`config.mk`:
```
export PLATFORM = sky130hd
export DESIGN_NAME = twin_oscillator_clock_control
export DESIGN_NICKNAME = d
export VERILOG_FILES = /design/src/clk_ctl_pkg.sv /design/src/clk_glitchless_sel.sv /design/src/twin_oscillator_clock_control.sv
export SDC_FILE = /design/constraint.sdc
export NUM_CORES = 1
export LEC_CHECK = 0
export BUFFER_PORTS_ARGS = -buffer_cell sky130_fd_sc_hd__buf_2
export CAP_MARGIN = 20
export CORE_AREA = 5 5 42 44
export CTS_CLUSTER_SIZE = 30
export DETAILED_ROUTE_END_ITERATION = 6
export DIE_AREA = 0 0 47 49
export PLACE_DENSITY = 0.6
export SLEW_MARGIN = 20
export SYNTH_ARGS = -nofsm -noshare
export SYNTH_HDL_FRONTEND = slang
export SYNTH_SLANG_ARGS = --single-unit
export TNS_END_PERCENT = 5
```
`constraint.sdc`:
```
create_clock -name clock_i -period 3.25 [get_ports clock_i]
set_clock_uncertainty 0.15 [all_clocks]
set_input_delay 0.65 -clock clock_i [delete_from_list [all_inputs] [get_ports clock_i]]
set_output_delay 0.65 -clock clock_i [all_outputs]
set_load 0.01 [all_outputs]
```
`src/clk_ctl_pkg.sv`:
```
package clk_ctl_pkg;

   // Software-visible control bits, one field per control
   typedef struct packed {
      logic sel_fast; // System clock source, 1 selects the fast oscillator
      logic fast_osc_on; // Fast oscillator on/off request
      logic slow_osc_on; // Slow oscillator on/off request
   } clk_ctl_t;

   // Oscillator and standby status
   typedef struct packed {
      logic fast_run; // Fast oscillator enabled
      logic slow_run; // Slow oscillator enabled
      logic standby; // Sleep standby in progress
   } osc_stat_t;

   // Source encoding for the selector
   localparam logic SRC_FAST = 1'h1;
   localparam logic SRC_SLOW = 1'h0;

   // Values after reset: fast source, both oscillators on
   localparam clk_ctl_t CTL_RESET = '{sel_fast: 1'h1, fast_osc_on: 1'h1, slow_osc_on: 1'h1};
   localparam osc_stat_t STAT_RESET = '{fast_run: 1'h1, slow_run: 1'h1, standby: 1'h0};

endpackage : clk_ctl_pkg

```
`src/clk_glitchless_sel.sv`:
```
`timescale 1ns/100ps
// Switches between two oscillator tick streams without short periods
module clk_glitchless_sel (
   // Clock and reset
   input wire logic clock_i,
   input wire logic rst_n_i,
   // Source ticks, one pulse per oscillator period
   input wire logic fast_tick_i,
   input wire logic slow_tick_i,
   // Requested source
   input wire logic sel_req_i,
   // Selected tick and source actually in use
   output logic tick_o,
   output logic sel_cur_o
);
   import clk_ctl_pkg::*;

   typedef enum logic [0:0] {PASS, PARK} sel_state_t;

   sel_state_t state_reg; // Changeover state
   logic tick_reg; // Registered output tick
   logic cur_reg; // Source in use
   logic old_tick; // Tick of the source in use
   logic new_tick; // Tick of the requested source

   assign old_tick = (cur_reg == SRC_FAST) ? fast_tick_i : slow_tick_i;
   assign new_tick = (sel_req_i == SRC_FAST) ? fast_tick_i : slow_tick_i;
   assign tick_o = tick_reg;
   assign sel_cur_o = cur_reg;

   // Changeover: finish the old period, then wait for a new period start
   always_ff @(posedge clock_i or negedge rst_n_i) begin
      if (!rst_n_i) begin
         state_reg <= PASS;
         cur_reg <= SRC_FAST;
         tick_reg <= 1'h0;
      end else begin
         case (state_reg)
            PASS: begin
               tick_reg <= old_tick;
               // Leave only at the end of a whole old period
               if (sel_req_i != cur_reg && old_tick) begin
                  state_reg <= PARK;
               end
            end
            PARK: begin
               // Nothing passes while parked, so no runt period escapes
               tick_reg <= 1'h0;
               if (sel_req_i == cur_reg) begin
                  state_reg <= PASS;
               end else if (new_tick) begin
                  cur_reg <= sel_req_i;
                  tick_reg <= 1'h1;
                  state_reg <= PASS;
               end
            end
            default: begin
               state_reg <= PASS;
               tick_reg <= 1'h0;
            end
         endcase
      end
   end

   // The source only changes together with a tick of the new source
   switch_on_tick_a: assert property (@(posedge clock_i) disable iff (!rst_n_i)
      $changed(cur_reg) |-> tick_reg && $past(state_reg) == PARK)
      else $error("source changed without a clean tick");

   // While parked no tick leaves the selector
   park_silent_a: assert property (@(posedge clock_i) disable iff (!rst_n_i)
      (state_reg == PARK && !(sel_req_i != cur_reg && new_tick)) |=> !tick_reg)
      else $error("tick leaked during changeover");

endmodule : clk_glitchless_sel

```
`src/twin_oscillator_clock_control.sv`:
```
`timescale 1ns/100ps
// Summary of operation
// - Reset selects the fast oscillator as system clock
// - Software bit starts or stops fast oscillator
// - Selected fast oscillator cannot be stopped
// - Sleep instruction stops the fast oscillator
// - Slow oscillator always feeds clock and watchdog timers
// - Software bit starts or stops slow oscillator
// - Enabled watchdog keeps slow oscillator running
// - Sleep instruction also stops the slow oscillator
// - Software selects slow or fast system clock
// - CPU may run before slow oscillator settles
// - Standby exit resumes the previous clock state
module twin_oscillator_clock_control (
   // Clock and reset
   input wire logic clock_i,
   input wire logic rst_n_i,
   // Software control writes
   input wire logic fast_osc_on_we_i,
   input wire logic fast_osc_on_i,
   input wire logic slow_osc_on_we_i,
   input wire logic slow_osc_on_i,
   input wire logic sys_sel_we_i,
   input wire logic sys_sel_fast_i,
   // Standby and watchdog
   input wire logic sleep_instruction_i,
   input wire logic wake_i,
   input wire logic wdt_enable_i,
   // Oscillator ticks, one pulse per oscillator period
   input wire logic fast_osc_tick_i,
   input wire logic slow_osc_tick_i,
   // Control readback
   output clk_ctl_pkg::clk_ctl_t ctl_o,
   // Oscillator enables and standby
   output clk_ctl_pkg::osc_stat_t stat_o,
   // Clock outputs
   output logic sys_tick_o,
   output logic sys_fast_o,
   output logic timer_tick_o
);
   import clk_ctl_pkg::*;

   clk_ctl_t ctl_reg; // Stored control bits
   logic standby_reg; // Sleep standby
   logic fast_run_reg; // Fast oscillator enable
   logic slow_run_reg; // Slow oscillator enable
   logic timer_tick_reg; // Slow tick towards the timers
   logic fast_lock; // Fast oscillator must stay on
   logic slow_lock; // Slow oscillator must stay on
   logic fast_run_next;
   logic slow_run_next;
   logic sel_cur; // Source actually feeding the CPU
   logic sys_tick; // Selected tick from the changeover logic
   logic seen_reg; // Helper: a cycle has passed since reset

   // Locks: the source in use, the requested source, and the watchdog's source
   assign fast_lock = (sel_cur == SRC_FAST) || ctl_reg.sel_fast;
   assign slow_lock = wdt_enable_i || (sel_cur == SRC_SLOW) || !ctl_reg.sel_fast;

   // Control register writes; a stop request on a locked oscillator is dropped
   always_ff @(posedge clock_i or negedge rst_n_i) begin
      if (!rst_n_i) begin
         ctl_reg <= CTL_RESET;
      end else begin
         if (fast_osc_on_we_i && (fast_osc_on_i || !fast_lock)) begin
            ctl_reg.fast_osc_on <= fast_osc_on_i;
         end
         if (slow_osc_on_we_i && (slow_osc_on_i || !slow_lock)) begin
            ctl_reg.slow_osc_on <= slow_osc_on_i;
         end
         if (sys_sel_we_i) begin
            ctl_reg.sel_fast <= sys_sel_fast_i;
         end
      end
   end

   // Standby: sleep wins over a simultaneous wake so the sleep is not lost
   always_ff @(posedge clock_i or negedge rst_n_i) begin
      if (!rst_n_i) begin
         standby_reg <= STAT_RESET.standby;
      end else if (sleep_instruction_i) begin
         standby_reg <= 1'h1;
      end else if (wake_i) begin
         // Control bits are untouched in standby, so the old state returns
         standby_reg <= 1'h0;
      end
   end

   // Oscillator enables; sleep stops both regardless of locks
   always_comb begin
      fast_run_next = (ctl_reg.fast_osc_on || fast_lock) && !sleep_instruction_i;
      slow_run_next = (ctl_reg.slow_osc_on || slow_lock) && !sleep_instruction_i;
      if (standby_reg && !wake_i) begin
         fast_run_next = 1'h0;
         slow_run_next = 1'h0;
      end
   end

   // Registered enables keep the oscillator pins free of decode glitches
   always_ff @(posedge clock_i or negedge rst_n_i) begin
      if (!rst_n_i) begin
         fast_run_reg <= STAT_RESET.fast_run;
         slow_run_reg <= STAT_RESET.slow_run;
      end else begin
         fast_run_reg <= fast_run_next;
         slow_run_reg <= slow_run_next;
      end
   end

   // Timers always take the slow oscillator, whatever feeds the CPU
   always_ff @(posedge clock_i or negedge rst_n_i) begin
      if (!rst_n_i) begin
         timer_tick_reg <= 1'h0;
      end else begin
         timer_tick_reg <= slow_osc_tick_i && slow_run_reg;
      end
   end

   // System clock changeover; no wait on slow settling, the CPU may run first
   clk_glitchless_sel sel_u (
      .clock_i(clock_i),
      .rst_n_i(rst_n_i),
      .fast_tick_i(fast_osc_tick_i && fast_run_reg),
      .slow_tick_i(slow_osc_tick_i && slow_run_reg),
      .sel_req_i(ctl_reg.sel_fast),
      .tick_o(sys_tick),
      .sel_cur_o(sel_cur)
   );

   // Readback shows locked oscillators as on
   always_comb begin
      ctl_o.sel_fast = ctl_reg.sel_fast;
      ctl_o.fast_osc_on = ctl_reg.fast_osc_on || fast_lock;
      ctl_o.slow_osc_on = ctl_reg.slow_osc_on || slow_lock;
   end

   // Status as one word so the struct port has a single driver
   assign stat_o = '{fast_run: fast_run_reg, slow_run: slow_run_reg, standby: standby_reg};
   // Clock outputs straight from the selector and timer registers
   assign sys_tick_o = sys_tick;
   assign sys_fast_o = sel_cur;
   assign timer_tick_o = timer_tick_reg;

   // Helper for the reset check
   always_ff @(posedge clock_i or negedge rst_n_i) begin
      if (!rst_n_i) begin
         seen_reg <= 1'h0;
      end else begin
         seen_reg <= 1'h1;
      end
   end

   // First cycle after reset runs from the fast oscillator
   reset_fast_src_a: assert property (@(posedge clock_i) disable iff (!rst_n_i)
      !seen_reg |-> ctl_reg.sel_fast && sel_cur == SRC_FAST && fast_run_reg)
      else $error("reset did not select the fast oscillator");

   // An unlocked stop request lands in the control bit
   fast_write_a: assert property (@(posedge clock_i) disable iff (!rst_n_i)
      (fast_osc_on_we_i && !fast_osc_on_i && !fast_lock) |=> !ctl_reg.fast_osc_on)
      else $error("fast oscillator stop request lost");

   // Fast source in use keeps running outside standby
   fast_in_use_a: assert property (@(posedge clock_i) disable iff (!rst_n_i)
      (sel_cur == SRC_FAST && !standby_reg && !sleep_instruction_i) |=> fast_run_reg || standby_reg)
      else $error("fast oscillator stopped while in use");

   // Sleep beats every lock, both enables drop at once
   sleep_stops_a: assert property (@(posedge clock_i) disable iff (!rst_n_i)
      sleep_instruction_i |=> !fast_run_reg && !slow_run_reg && standby_reg)
      else $error("sleep did not stop oscillators");

   // Every running slow tick reaches the timers one cycle later
   timer_feed_a: assert property (@(posedge clock_i) disable iff (!rst_n_i)
      (slow_osc_tick_i && slow_run_reg) |=> timer_tick_o)
      else $error("timer tick missing");

   // Start requests on the slow oscillator are never refused
   slow_write_a: assert property (@(posedge clock_i) disable iff (!rst_n_i)
      (slow_osc_on_we_i && slow_osc_on_i) |=> ctl_reg.slow_osc_on)
      else $error("slow oscillator start request lost");

   // Watchdog enable holds the slow oscillator on outside standby
   wdt_keeps_slow_a: assert property (@(posedge clock_i) disable iff (!rst_n_i)
      (wdt_enable_i && !standby_reg && !sleep_instruction_i) |=> slow_run_reg || standby_reg)
      else $error("slow oscillator stopped under watchdog");

   // Refused stop leaves the bit alone and reads back on
   locked_readback_a: assert property (@(posedge clock_i) disable iff (!rst_n_i)
      (fast_osc_on_we_i && !fast_osc_on_i && fast_lock) |=> $stable(ctl_reg.fast_osc_on)
      && ctl_o.fast_osc_on)
      else $error("locked oscillator write not ignored");

   // Wake rebuilds the enables from untouched control bits
   resume_state_a: assert property (@(posedge clock_i) disable iff (!rst_n_i)
      (standby_reg && wake_i && !sleep_instruction_i) |=> !standby_reg
      && fast_run_reg == (ctl_reg.fast_osc_on || fast_lock)
      && slow_run_reg == (ctl_reg.slow_osc_on || slow_lock))
      else $error("standby exit did not resume prior state");

   // Start requests are always taken, nothing locks an oscillator off
   fast_start_a: assert property (@(posedge clock_i) disable iff (!rst_n_i)
      (fast_osc_on_we_i && fast_osc_on_i) |=> ctl_reg.fast_osc_on)
      else $error("fast oscillator start request lost");

   // In standby with no wake both oscillators stay stopped
   standby_off_a: assert property (@(posedge clock_i) disable iff (!rst_n_i)
      (standby_reg && !wake_i) |=> !fast_run_reg && !slow_run_reg)
      else $error("oscillator ran during standby");

   // Source select write lands in the control bits
   select_write_a: assert property (@(posedge clock_i) disable iff (!rst_n_i)
      sys_sel_we_i |=> ctl_reg.sel_fast == $past(sys_sel_fast_i))
      else $error("source select write lost");

   // Timer ticks only come from a running slow oscillator
   timer_masked_a: assert property (@(posedge clock_i) disable iff (!rst_n_i)
      !(slow_osc_tick_i && slow_run_reg) |=> !timer_tick_o)
      else $error("timer tick without running slow oscillator");

endmodule : twin_oscillator_clock_control

```
==> metrics.csv <==
stage,metric,value,unit
placement,global placement routability congestion,0.690,
logic_synthesis,#FFs+latches synth,10,
cells_and_area,fin nets,79,
setup_path,Crit path arrival time,1560,ps
clock_tree,CTS tree,built,
logic_synthesis,mux contribution to synthesized area,0,%
cells_and_area,Antenna diodes,0,
timing,time the worst path needs with I/O delays and setup,2360,ps
setup_path,worst-path maximum fanout,7,
power,Lkg Pwr,0.316,nW
clock_tree,Clock transition at path regs,70,ps
placement,Final HPWL DP,750,um
logic_synthesis,synthesized area,478,um^2
route,drt total wl,909,um
setup_path,Worst setup SP type,register,
floorplan,row count,14,
logic_synthesis,area share of and/or/nand/nor cells after synthesis,17.0,%
timing,RSZ-0062 raised after global routing,false,
floorplan,Chip Height,49,um
logic_synthesis,Compound-Gate Fraction of Synth Area,16.2,%
global_route,initial antenna violation count,0,
global_route,global-route usage over all layers,9.30,%
worst_hold_path,HP Class,in -> async,
clock_tree,Post-CTS Setup Repair Bufs,0,
placement,cell count after placement,76,
power,Power Density,496,mW/mm^2
cells_and_area,Syn-to-layout area delta,27.5,%
timing,setup TNS,0,ps
clock_tree,CTS resizes,0,
route,drt drc,0,
route,DR WL/cell,11.4,um
timing,post-route clock period utilization,72.8,%
logic_synthesis,combinational family with the most area after synthesis,simple AND/OR/NAND/NOR gates,
clock_tree,cts hold-fix bufs,0,
clock_tree,H-tree lvl count,1,
logic_synthesis,YS warnings,0,
floorplan,Initial Utilization,34.1,%
timing,Worst-Margin Slew,222,ps
timing,final setup vio count,0,
floorplan,core region area,0.00140,mm^2
setup_path,kind of critical path,reg -> out,
flow_run,maxcap violations,0,
route,vias per inst,4.79,
route,vias post-DR,383,
setup_path,Critical Path Sink Type,primary output,
logic_synthesis,Avg Synthesized Cell Area,11.1,um^2
route,Pre-Repair DR Iteration Count,4,
floorplan,Die W,47,um
logic_synthesis,Post-Synth Adder-Cell Area,2.62,%
logic_synthesis,syn_nets,57,
clock_tree,Clock Sink Count,10,
clock_tree,cts bufs inserted,3,
logic_synthesis,register area share after synthesis,53.9,%
logic_synthesis,"Distinct cells, synth",21,
timing,Fin. Hold Viols,0,
floorplan,IO Pins,22,
logic_synthesis,cells after synthesis,43,
placement,IO Port Bufs,21,
global_route,grt ovf,0,
clock_tree,clk buf depth,2,
setup_path,Worst Path Required,2450,ps
cells_and_area,max reg flops,2,
power,Tot Pwr,302,uW
cells_and_area,layout cells sized above 1,54.7,%
global_route,global-route wire length before repair,1.61,mm
logic_synthesis,XOR/XNOR share of the synthesized area,0,%
clock_tree,Root Buffer,clkbuf_4,
timing,Max Freq,423,MHz
timing,Slew headroom,85.2,%
clock_tree,Worst-Skew Late Latency,260,ps
cells_and_area,Final Non-Filler Cells,80,
status,status,"complete, no violations",
global_route,largest net degree at the start of global routing,11,
power,Peak VDD IR,0.000213,V
floorplan,Die Area,0.00230,mm^2
route,1st-iter DRT viols,5,
timing,Max Slew Vio Count,0,
global_route,vias in the first global route,406,
route,post-route ant nets,0,
[power by group]
part | total (mW) | switching, mW | internal, mW
clock | 0.110 | 0.0417 | 0.0679
sequential | 0.148 | 0.00802 | 0.140
combinational | 0.0443 | 0.0219 | 0.0224
[Yosys cell counts, drive strengths merged]
library cell / n / area (um^2)
o21a: 1 / 7.51
a31oi: 1 / 6.26
inv: 5 / 18.8
buf: 4 / 30.0
a21o: 1 / 7.51
o21ai: 4 / 20.0
o2bb2ai: 1 / 8.76
dfstp: 6 / 158
nand2b: 1 / 6.26
and2: 1 / 6.26
or4: 1 / 11.3
nand4b: 2 / 17.5
nand2: 4 / 15.0
o31a: 1 / 10.0
nor2b: 2 / 20.0
a22o: 2 / 17.5
dfrtp: 4 / 100
ha: 1 / 12.5
nand3: 1 / 5.00
[cell usage in the layout, fill, tap and decap left out]
cell type and count:
nand3_1 1, clkbuf_4 3, a31oi_1 1, o31a_2 1
and2_1 1, or4_4 1, nand2b_1 1, a21o_1 1
o2bb2ai_1 1, buf_2 21, o21a_1 1, nor2b_1 1
a22o_1 2, inv_1 4, nand4b_1 2, inv_2 1
dfrtp_1 4, nand2_1 4, nor2b_4 1, clkbuf_8 1
dfstp_2 6, ha_1 1, o21ai_0 4
[path summary, 6_finish.rpt]
path	depth (start not counted)	from	end	slack (ps)
worst max register to register	5	ctl_o[2]	sel_u.sel_cur_o	1640
min in group clock_i	1	ctl_reg[1]	ctl_reg[1]	390
worst min register to register	1	ctl_reg[1]	ctl_reg[1]	390
worst min-delay path	1	rst_n_i	standby_reg	80
worst max-delay path	3	sel_u.sel_cur_o	ctl_o[0]	890
max in group asynchronous	1	rst_n_i	ctl_o[2]	2610
[cell families (layout without fill, tap and decap cells)]
logic type,Yosys count,in the layout
fa+ha+maj,1,1
flops,10,10
compound gates,11,11
buf+inv,9,30
simple gates,12,12
[area by class of cell]
cell class,count,area [um^2]
Clock buffer,4,36.3
Multi-Input combinational cell,24,171
Timing Repair Buffer,21,105
Fill cell,156,792
Sequential cell,10,258
Inverter,5,18.8
Tap cell,16,20.0
[layer usage]
metal | part of all wire (%) | vias up | GRT usage [%]
li1 | - | 186 | -
met1 | 41 | 180 | 13.1
met2 | 47 | 15 | 12.9
met3 | 11 | 2 | 2.58
met4 | 0.55 | 0 | 4.15
met5 | 0 | - | 0
[stage by stage]
stage	worst slack, ps	area [um^2]	util [%]	hold WS, ps
after floorplan	1260	478	-	204
after global placement	1010	573	40.9	372
after detailed placement	1010	573	40.9	372
after CTS	877	609	43.5	93.3
after global routing	838	609	43.5	97.1
final	886	609	43.5	84.7
[critical path, cell delays in order (launching register included)]
cell,delay [ps]
dfstp_2,590
inv_2,50
or4_4,510
buf_2,160
(Power assumes the default switching activity.)
